## src/rtl/tblwr_pkg.sv

```systemverilog
// Overview of operation
// [RULE_01] Decode opcode 0x000C..0x000F; low two bits choose the pointer mode.
// [RULE_02] Pointer bits 2..0 choose one of eight holding registers for the latch byte.
// [RULE_03] Holding registers stage bytes later programmed into program memory.
// [RULE_04] Table pointer is 21 bits, byte addressing a two-megabyte range.
// [RULE_05] Pointer bit 0 picks low byte (0) or high byte (1) of a word.
// [RULE_06] Pre-increment adjusts before the write; post modes adjust after it.
// [RULE_07] One word, two cycles: decode, then latch read Q2, holding write Q4.
// [RULE_08] Arithmetic status flags are never altered by this instruction.
package tblwr_pkg;
  localparam int          OPCODE_W      = 16;
  localparam int          PTR_W         = 21;
  localparam int          DATA_W        = 8;
  localparam int          HOLD_DEPTH    = 8;
  localparam int          HOLD_AW       = 3;
  localparam int          STATUS_W      = 5;
  localparam logic [13:0] TBLWR_OP_HI   = 14'h0003;
  localparam logic [1:0]  MODE_NONE     = 2'h0;
  localparam logic [1:0]  MODE_POST_INC = 2'h1;
  localparam logic [1:0]  MODE_POST_DEC = 2'h2;
  localparam logic [1:0]  MODE_PRE_INC  = 2'h3;
  localparam logic [1:0]  PHASE_Q1      = 2'h0;
  localparam logic [1:0]  PHASE_Q2      = 2'h1;
  localparam logic [1:0]  PHASE_Q4      = 2'h3;
  localparam logic [20:0] PTR_RESET     = 21'h000000;
  localparam logic [7:0]  DATA_RESET    = 8'h00;
  localparam logic [7:0]  HOLD_RESET    = 8'hFF;

  typedef enum logic [1:0] {
    TBLWR_IDLE   = 2'b00,
    TBLWR_DECODE = 2'b01,
    TBLWR_EXEC   = 2'b10
  } tblwr_state_e;

  function automatic logic is_table_write(input logic [15:0] op);
    return op[15:2] == TBLWR_OP_HI;
  endfunction : is_table_write
endpackage : tblwr_pkg

```

## src/rtl/tblwr_exec.sv

```systemverilog
`timescale 1ns/10ps
module tblwr_exec
  import tblwr_pkg::*;
(
  // Clock and reset
  input  wire logic                   ref_clk,
  input  wire logic                   reset,
  // Instruction fetch
  input  wire logic                   instr_valid,
  input  wire logic [OPCODE_W-1:0]    instr_word,
  // Core state
  input  wire logic [DATA_W-1:0]      table_latch,
  input  wire logic                   ptr_load,
  input  wire logic [PTR_W-1:0]       ptr_load_value,
  input  wire logic [STATUS_W-1:0]    status_in,
  // Holding register read port
  input  wire logic [HOLD_AW-1:0]     hold_rd_addr,
  output logic      [DATA_W-1:0]      hold_rd_data,
  // Results
  output logic [PTR_W-1:0]            table_pointer,
  output logic [STATUS_W-1:0]         status_out,
  output logic                        busy,
  output logic                        done,
  output logic                        hold_wr_strobe,
  output logic [HOLD_AW-1:0]          hold_wr_index,
  output logic                        hold_wr_high_byte,
  output logic [1:0]                  phase
);
  import tblwr_pkg::*;

  tblwr_state_e      state_reg;
  logic [1:0]        mode_reg;
  logic [DATA_W-1:0] latch_reg;
  logic              wr_en;
  logic [HOLD_AW-1:0] wr_addr;

  // Quarter-cycle phase counter
  always_ff @(posedge ref_clk)
  begin
    if (reset)
      phase <= PHASE_Q1;
    else
      phase <= phase + 2'h1;
  end

  // Sequencer, decode on Q1 of the first cycle
  always_ff @(posedge ref_clk)
  begin
    if (reset)
    begin
      state_reg <= TBLWR_IDLE;
      mode_reg  <= MODE_NONE;
    end
    else
    begin
      unique case (state_reg)
        TBLWR_IDLE:
          if (phase == PHASE_Q1 && instr_valid && is_table_write(instr_word)) // see [RULE_01]
          begin
            state_reg <= TBLWR_DECODE;
            mode_reg  <= instr_word[1:0]; // see [RULE_01]
          end
        TBLWR_DECODE:
          if (phase == PHASE_Q4)
            state_reg <= TBLWR_EXEC; // see [RULE_07]
        TBLWR_EXEC:
          if (phase == PHASE_Q4)
            state_reg <= TBLWR_IDLE;
        default:
          state_reg <= TBLWR_IDLE;
      endcase
    end
  end

  // Latch captured in Q2 of execute
  always_ff @(posedge ref_clk)
  begin
    if (reset)
      latch_reg <= DATA_RESET;
    else if (state_reg == TBLWR_EXEC && phase == PHASE_Q2)
      latch_reg <= table_latch; // see [RULE_07]
  end

  // Pointer update
  always_ff @(posedge ref_clk)
  begin
    if (reset)
      table_pointer <= PTR_RESET; // see [RULE_04]
    else if (ptr_load && state_reg == TBLWR_IDLE)
      table_pointer <= ptr_load_value;
    else if (state_reg == TBLWR_DECODE && phase == PHASE_Q4 && mode_reg == MODE_PRE_INC)
      table_pointer <= table_pointer + 21'h000001; // see [RULE_06]
    else if (state_reg == TBLWR_EXEC && phase == PHASE_Q4)
    begin
      if (mode_reg == MODE_POST_INC)
        table_pointer <= table_pointer + 21'h000001; // see [RULE_06]
      else if (mode_reg == MODE_POST_DEC)
        table_pointer <= table_pointer - 21'h000001; // see [RULE_06]
    end
  end

  // Holding register write in Q4
  assign wr_en   = state_reg == TBLWR_EXEC && phase == PHASE_Q4; // see [RULE_07]
  assign wr_addr = table_pointer[HOLD_AW-1:0]; // see [RULE_02]

  tblwr_hold_mem u_hold (
    .ref_clk (ref_clk),
    .reset   (reset),
    .wr_en   (wr_en),
    .wr_addr (wr_addr),
    .wr_data (latch_reg),
    .rd_addr (hold_rd_addr),
    .rd_data (hold_rd_data)
  );

  // Registered outputs
  always_ff @(posedge ref_clk)
  begin
    if (reset)
    begin
      busy              <= 1'b0;
      done              <= 1'b0;
      hold_wr_strobe    <= 1'b0;
      hold_wr_index     <= 3'h0;
      hold_wr_high_byte <= 1'b0;
    end
    else
    begin
      busy              <= state_reg != TBLWR_IDLE;
      done              <= wr_en;
      hold_wr_strobe    <= wr_en;
      hold_wr_index     <= wr_addr;
      hold_wr_high_byte <= table_pointer[0]; // see [RULE_05]
    end
  end

  // Flags pass through untouched
  always_ff @(posedge ref_clk)
  begin
    if (reset)
      status_out <= 5'h00;
    else
      status_out <= status_in; // see [RULE_08]
  end
endmodule : tblwr_exec

```

## src/rtl/tblwr_hold_mem.sv

```systemverilog
`timescale 1ns/10ps
module tblwr_hold_mem
  import tblwr_pkg::*;
(
  // Clock and reset
  input  wire logic                  ref_clk,
  input  wire logic                  reset,
  // Write side
  input  wire logic                  wr_en,
  input  wire logic [HOLD_AW-1:0]    wr_addr,
  input  wire logic [DATA_W-1:0]     wr_data,
  // Read side
  input  wire logic [HOLD_AW-1:0]    rd_addr,
  output logic      [DATA_W-1:0]     rd_data
);
  logic [DATA_W-1:0] hold_reg [HOLD_DEPTH];

  // Staging storage for programming
  always_ff @(posedge ref_clk)
  begin
    if (reset)
    begin
      for (int i = 0; i < HOLD_DEPTH; i++)
        hold_reg[i] <= HOLD_RESET;
    end
    else if (wr_en)
      hold_reg[wr_addr] <= wr_data; // see [RULE_03]
  end

  always_ff @(posedge ref_clk)
  begin
    if (reset)
      rd_data <= HOLD_RESET;
    else
      rd_data <= hold_reg[rd_addr];
  end
endmodule : tblwr_hold_mem

```

## config.mk

```make
export PLATFORM = sky130hd
export DESIGN_NAME = tblwr_exec
export DESIGN_NICKNAME = d
export VERILOG_FILES = /design/src/rtl/tblwr_pkg.sv /design/src/rtl/tblwr_exec.sv /design/src/rtl/tblwr_hold_mem.sv
export SDC_FILE = /design/constraint.sdc
export NUM_CORES = 1
export LEC_CHECK = 0
export ABC_AREA = 1
export BUFFER_PORTS_ARGS = -buffer_cell sky130_fd_sc_hd__buf_2
export CORE_MARGIN = 2
export CORE_UTILIZATION = 35
export DETAILED_ROUTE_END_ITERATION = 8
export HOLD_SLACK_MARGIN = 0.1
export PLACE_DENSITY = 0.61
export SLEW_MARGIN = 15
export SYNTH_ARGS = -nofsm -noshare
export SYNTH_HDL_FRONTEND = slang
export SYNTH_SLANG_ARGS = --single-unit
```

## constraint.sdc

```tcl
create_clock -name ref_clk -period 2.4 [get_ports ref_clk]
set_input_delay 0.36 -clock ref_clk [delete_from_list [all_inputs] [get_ports ref_clk]]
set_output_delay 0.36 -clock ref_clk [all_outputs]
set_load 0.01 [all_outputs]
```

After elaboration in Yosys (flattened, before gate mapping). Memory sizes are Yosys's and may differ from the RTL's. A register that Yosys moved wholly into a read port is not among the register bits. Cells that the tools add are included.

Word-level logic and storage cells: 58. Memories kept: 1. Bits of input ports: 57. Register bits: 46. Output and inout bits: 43. RAM bits: 64.

Eq/ne operators: 11. $add $sub $neg: 3. Reductions and logical operators: 16. Mux-type cells: 17.

Memories: u_hold.hold_reg (words 8, bits a word 8, rd ports 1, clocked after Yosys merged registers in 1, write ports 8, RTL line tblwr_hold_mem.sv:16) `logic [DATA_W-1:0] hold_reg [HOLD_DEPTH];`.

Operator list (number): two-way mux 21 bit (5); adder 21 x 1 -> 21 bit (second input constant) (1); subtractor 21 x 1 -> 21 bit (second input constant) (1); == test 14 x 2 -> 1 bit (second input constant) (1); == test 2 bit (second input constant) (4); two-way mux 8 bit (1); OR reduction 8 bit (1); logical AND 1 bit (7); == test 2 x 1 -> 1 bit (second input constant) (3); two-way mux 1 bit (6); two-way mux 2 bit (3); != test 2 bit (second input constant) (3); one-hot mux 2 bit (3 select lines) (1); zero test 2 bit (2); AND reduction 2 bit (2); nonzero test 4 bit (1); two-way mux 3 bit (1); AND reduction 3 bit (1); nonzero test 3 bit (1); adder 2 x 1 -> 2 bit (second input constant) (1); nonzero test 2 bit (1).

Logic depth before layout (Yosys ltp).
Depth after elaboration: 7. Gate-level depth with buffers: 13. Mapped depth without buffers: 12.

Hierarchy. A second synthesis with hierarchy kept.

Cell total of the unflattened synthesis: 776. Area total of the unflattened synthesis: 6164.7 sq um.

By module, submodules not included: tblwr_hold_mem (times used 1, cells an instance 309, area an instance 3189.3 sq um); tblwr_exec (times used 1, cells an instance 467, area an instance 2975.4 sq um).

Worst setup path after synthesis. OpenSTA, ideal clock, no wires.

Kind: register to register. From: register phase[0]. To: memory u_hold.hold_reg[2][0] (enable). Data required time: 2.016 ns. Buffers on the path: 0. Arrival: 1.985 ns. Cell stages (with the launch flop): 8. Setup slack: 0.031 ns. Library setup time: 0.384 ns. Cells stage by stage: dfxtp_1 -> ha_1 -> inv_1 -> nor3_2 -> nand2_1 -> inv_1 -> nand2_1 -> o21ai_0.

RTL lines: from (decl) (RTL line tblwr_exec.sv:27) `output logic [1:0] phase`; from (signal assigned) (RTL line tblwr_exec.sv:43) `phase <= phase + 2'h1;`; to (decl) (RTL line tblwr_hold_mem.sv:16).

==> flow_summary_export.csv <==
group,metric,value,unit
yosys,syn_inst,756,
clock_tree,cts.sinks,117,
drt,ant_nets,0,
yosys,yosysTopAreaCell,"edfxtp_1",
timing,slew_viol_final,0,
global_routing,grt_pass1_vias,5021,
clock_tree,clock_latency,0.41,ns
setup_path,critPathLaunchType,"flop",
place,gp_congestion,0.849,
global_routing,antenna_found_initial,0,
yosys,avgSynthCellArea,7.91,um2
floorplan,initial_core_util,0.359,
timing,final-setup-viol-count,0,
timing,hold_ws,0.145,ns
setup_path,critPathKind,"reg2reg",
place,post-place-ws,0.209,ns
drt,vias,5454,
timing,clock_skew,0.00648,ns
timing,fmax,455,MHz
yosys,synth_edf_count,64,
drt,wire_per_inst,15.0,um
clock_tree,htree_levels,4,
power_and_ir_drop,ir_drop,0.539,mV
setup_path,cp_max_fo,9,
timing,timing.final.crit_period,2.20,ns
final_layout,final_nets,922,
clock_tree,ctsHoldBuffers,0,
min_path,min_path_type,"in2reg",
final_layout,fin_area,7280,um2
drt,first_iter_violations,481,
final_layout,instances_no_fill,1091,
setup_path,slowest_stage,"dfxtp_1",
global_routing,gr-usage-all-layers,0.186,
timing,setup_tns,0,ns
drt,totalWireLength,16400,um
timing,setup_ws,0.204,ns
clock_tree,post-cts-setup-buffers,0,
clock_tree,cts_root_buf,"clkbuf_16",
global_routing,grt_pass1_wl,26100,um
floorplan,dieArea,18100,um2
yosys,synth.most_common_cell,"nand2_1",
floorplan,die_h,135,um
timing,timing.final.crit_share,0.915,
power_and_ir_drop,p_leak,2.75,nW
floorplan,die-width,135,um
yosys,syn_nets,820,
yosys,yosys_warnings,0,
yosys,netlist_top_cells_count,"nand2_1, nor2_1, a21oi_1, edfxtp_1",
clock_tree,cts_resized,0,
yosys,synth_sequential_area_ratio,0.499,
yosys,synth_flop_cell,"edfxtp_1",
final_layout,final_layout_size_suffix_gt1_frac,0.188,
place,placed_area,6700,um2
floorplan,rows,47,
global_routing,overflow,0,
setup_path,slowest_delay,0.58,ns
timing,max_slew_margin,0.579,
place,placement.io_buffers,99,
timing,tightest_slew,0.629,ns
final_layout,largest_reg_flops,64,
timing,hold_viol,0,
setup_path,cp_num_buf_inv,1,
place,place_inst,1059,
power_and_ir_drop,cellPowerDensity,733,nW/um2
floorplan,core_area,16600,um2
clock_tree,clk_pin_slew,0.06,ns
global_routing,grt_max_degree,33,
setup_path,arrival,2.33,ns
floorplan,io_pins,100,
timing,rsz0062_at_grt,"no",
drt,drc,0,
setup_path,cp_top_family,"simple AND/OR/NAND/NOR gates",
yosys,synth_area,5980,um2
yosys,yosys-top-cells-area,"edfxtp_1, dfxtp_1, nand2_1",
setup_path,required,2.54,ns
clock_tree,numCtsBuffers,17,
clock_tree,cts_tree,"built",
drt,routed_via_density,5.00,
status,status,"complete, no violations",
final_layout,antennaDiodeCount,0,
run,maxCapViolCount,0,
drt,drt_first_pass_iters,5,
yosys,ys_async_sr_fraction,0,
yosys,synth_cell_type_count,36,
setup_path,cp-end-kind,"flop",
yosys,synth_top_area_frac,0.321,
place,hpwlAfterDp,11600,um
clock_tree,clk_path_buf_depth,2,
final_layout,area_growth,21.7,%
yosys,synth-seq-cells,117,
setup_path,path_cells,"nand2_1 > nor2_1 > inv_1 > nor2_1 > nand2_1",
per-layer routing:
metal	up-vias	global-route usage	part of all wire
li1	2733	-	-
met1	2511	0.244	0.45
met2	187	0.298	0.47
met3	23	0.0526	0.069
met4	0	0.0573	0.015
met5	-	0	0
stage by stage:
stage / utilization / total power, mW
2_1_floorplan: - / 2.65
3_3_place_gp: 0.402 / 2.85
3_5_place_dp: 0.402 / 2.86
4_1_cts: 0.437 / 5.36
5_1_grt: 0.437 / 5.54
6_report: 0.437 / 5.34
worst paths after layout:
check	from	to	slack, ns	cells past startpoint
worst min-delay path	status_in[3]	status_out[3]	0.15	3
worst max register to register	table_pointer[2]	u_hold.hold_reg[7][2]	0.20	5
worst max-delay path	table_pointer[2]	u_hold.hold_reg[7][2]	0.20	5
worst min register to register	mode_reg[0]	mode_reg[0]	0.47	2
layout by cell type (no fill, tap or decap), types with 2 or more instances in the layout:
master        n
nor2_4        5
ha_1          7
buf_4        18
bufinv_16     3
nor2_1       83
buf_2        99
or3_1         8
clkbuf_1      6
nand2_1     227
o21ai_1       7
clkinv_1      9
nand3_1      42
dfxtp_1      53
clkinvlp_4    4
a221oi_1     16
clkbuf_16    17
edfxtp_1     64
o211ai_1      7
a31oi_1       2
inv_2         4
nand2_2       3
o21ai_0      36
nor4_1        2
nor2_2        6
inv_1        53
a21oi_1      67
nor3_1        5
nand4_1       7
cell type report:
| class | count | area [um2] |
|---|---|---|
| fillers | 1656 | 9370 |
| flip-flops and latches | 117 | 2980 |
| multi-input cells | 540 | 2570 |
| repair buffers | 117 | 631 |
| clock buffers | 23 | 448 |
| well taps | 220 | 275 |
| inverters | 65 | 244 |
| clock inverters | 9 | 129 |
where the power goes:
part / internal [mW] / total, mW / switching [mW]
Clock: 1.62 / 2.52 / 0.894
Combinational: 0.223 / 0.602 / 0.379
Sequential: 2.15 / 2.21 / 0.0623
Total: 4.00 / 5.34 / 1.33
worst reg2reg max path, cell delays in order (launching register included):
cell     delay (ns)
dfxtp_1        0.58
nand2_1        0.25
nor2_1         0.32
inv_1          0.14
nor2_1         0.52
nand2_1        0.12
cells by family (layout without fill, tap and decap cells):
group,Yosys count,count (layout),share of synthesized area
simple gates,394,394,0.283
compound gates,138,138,0.130
flops,117,117,0.499
buf+inv,99,214,0.0720
fa+ha+maj,7,7,0.0146
xor+xnor,1,1,0.00147
No activity file was read; power rests on OpenSTA's default activity.
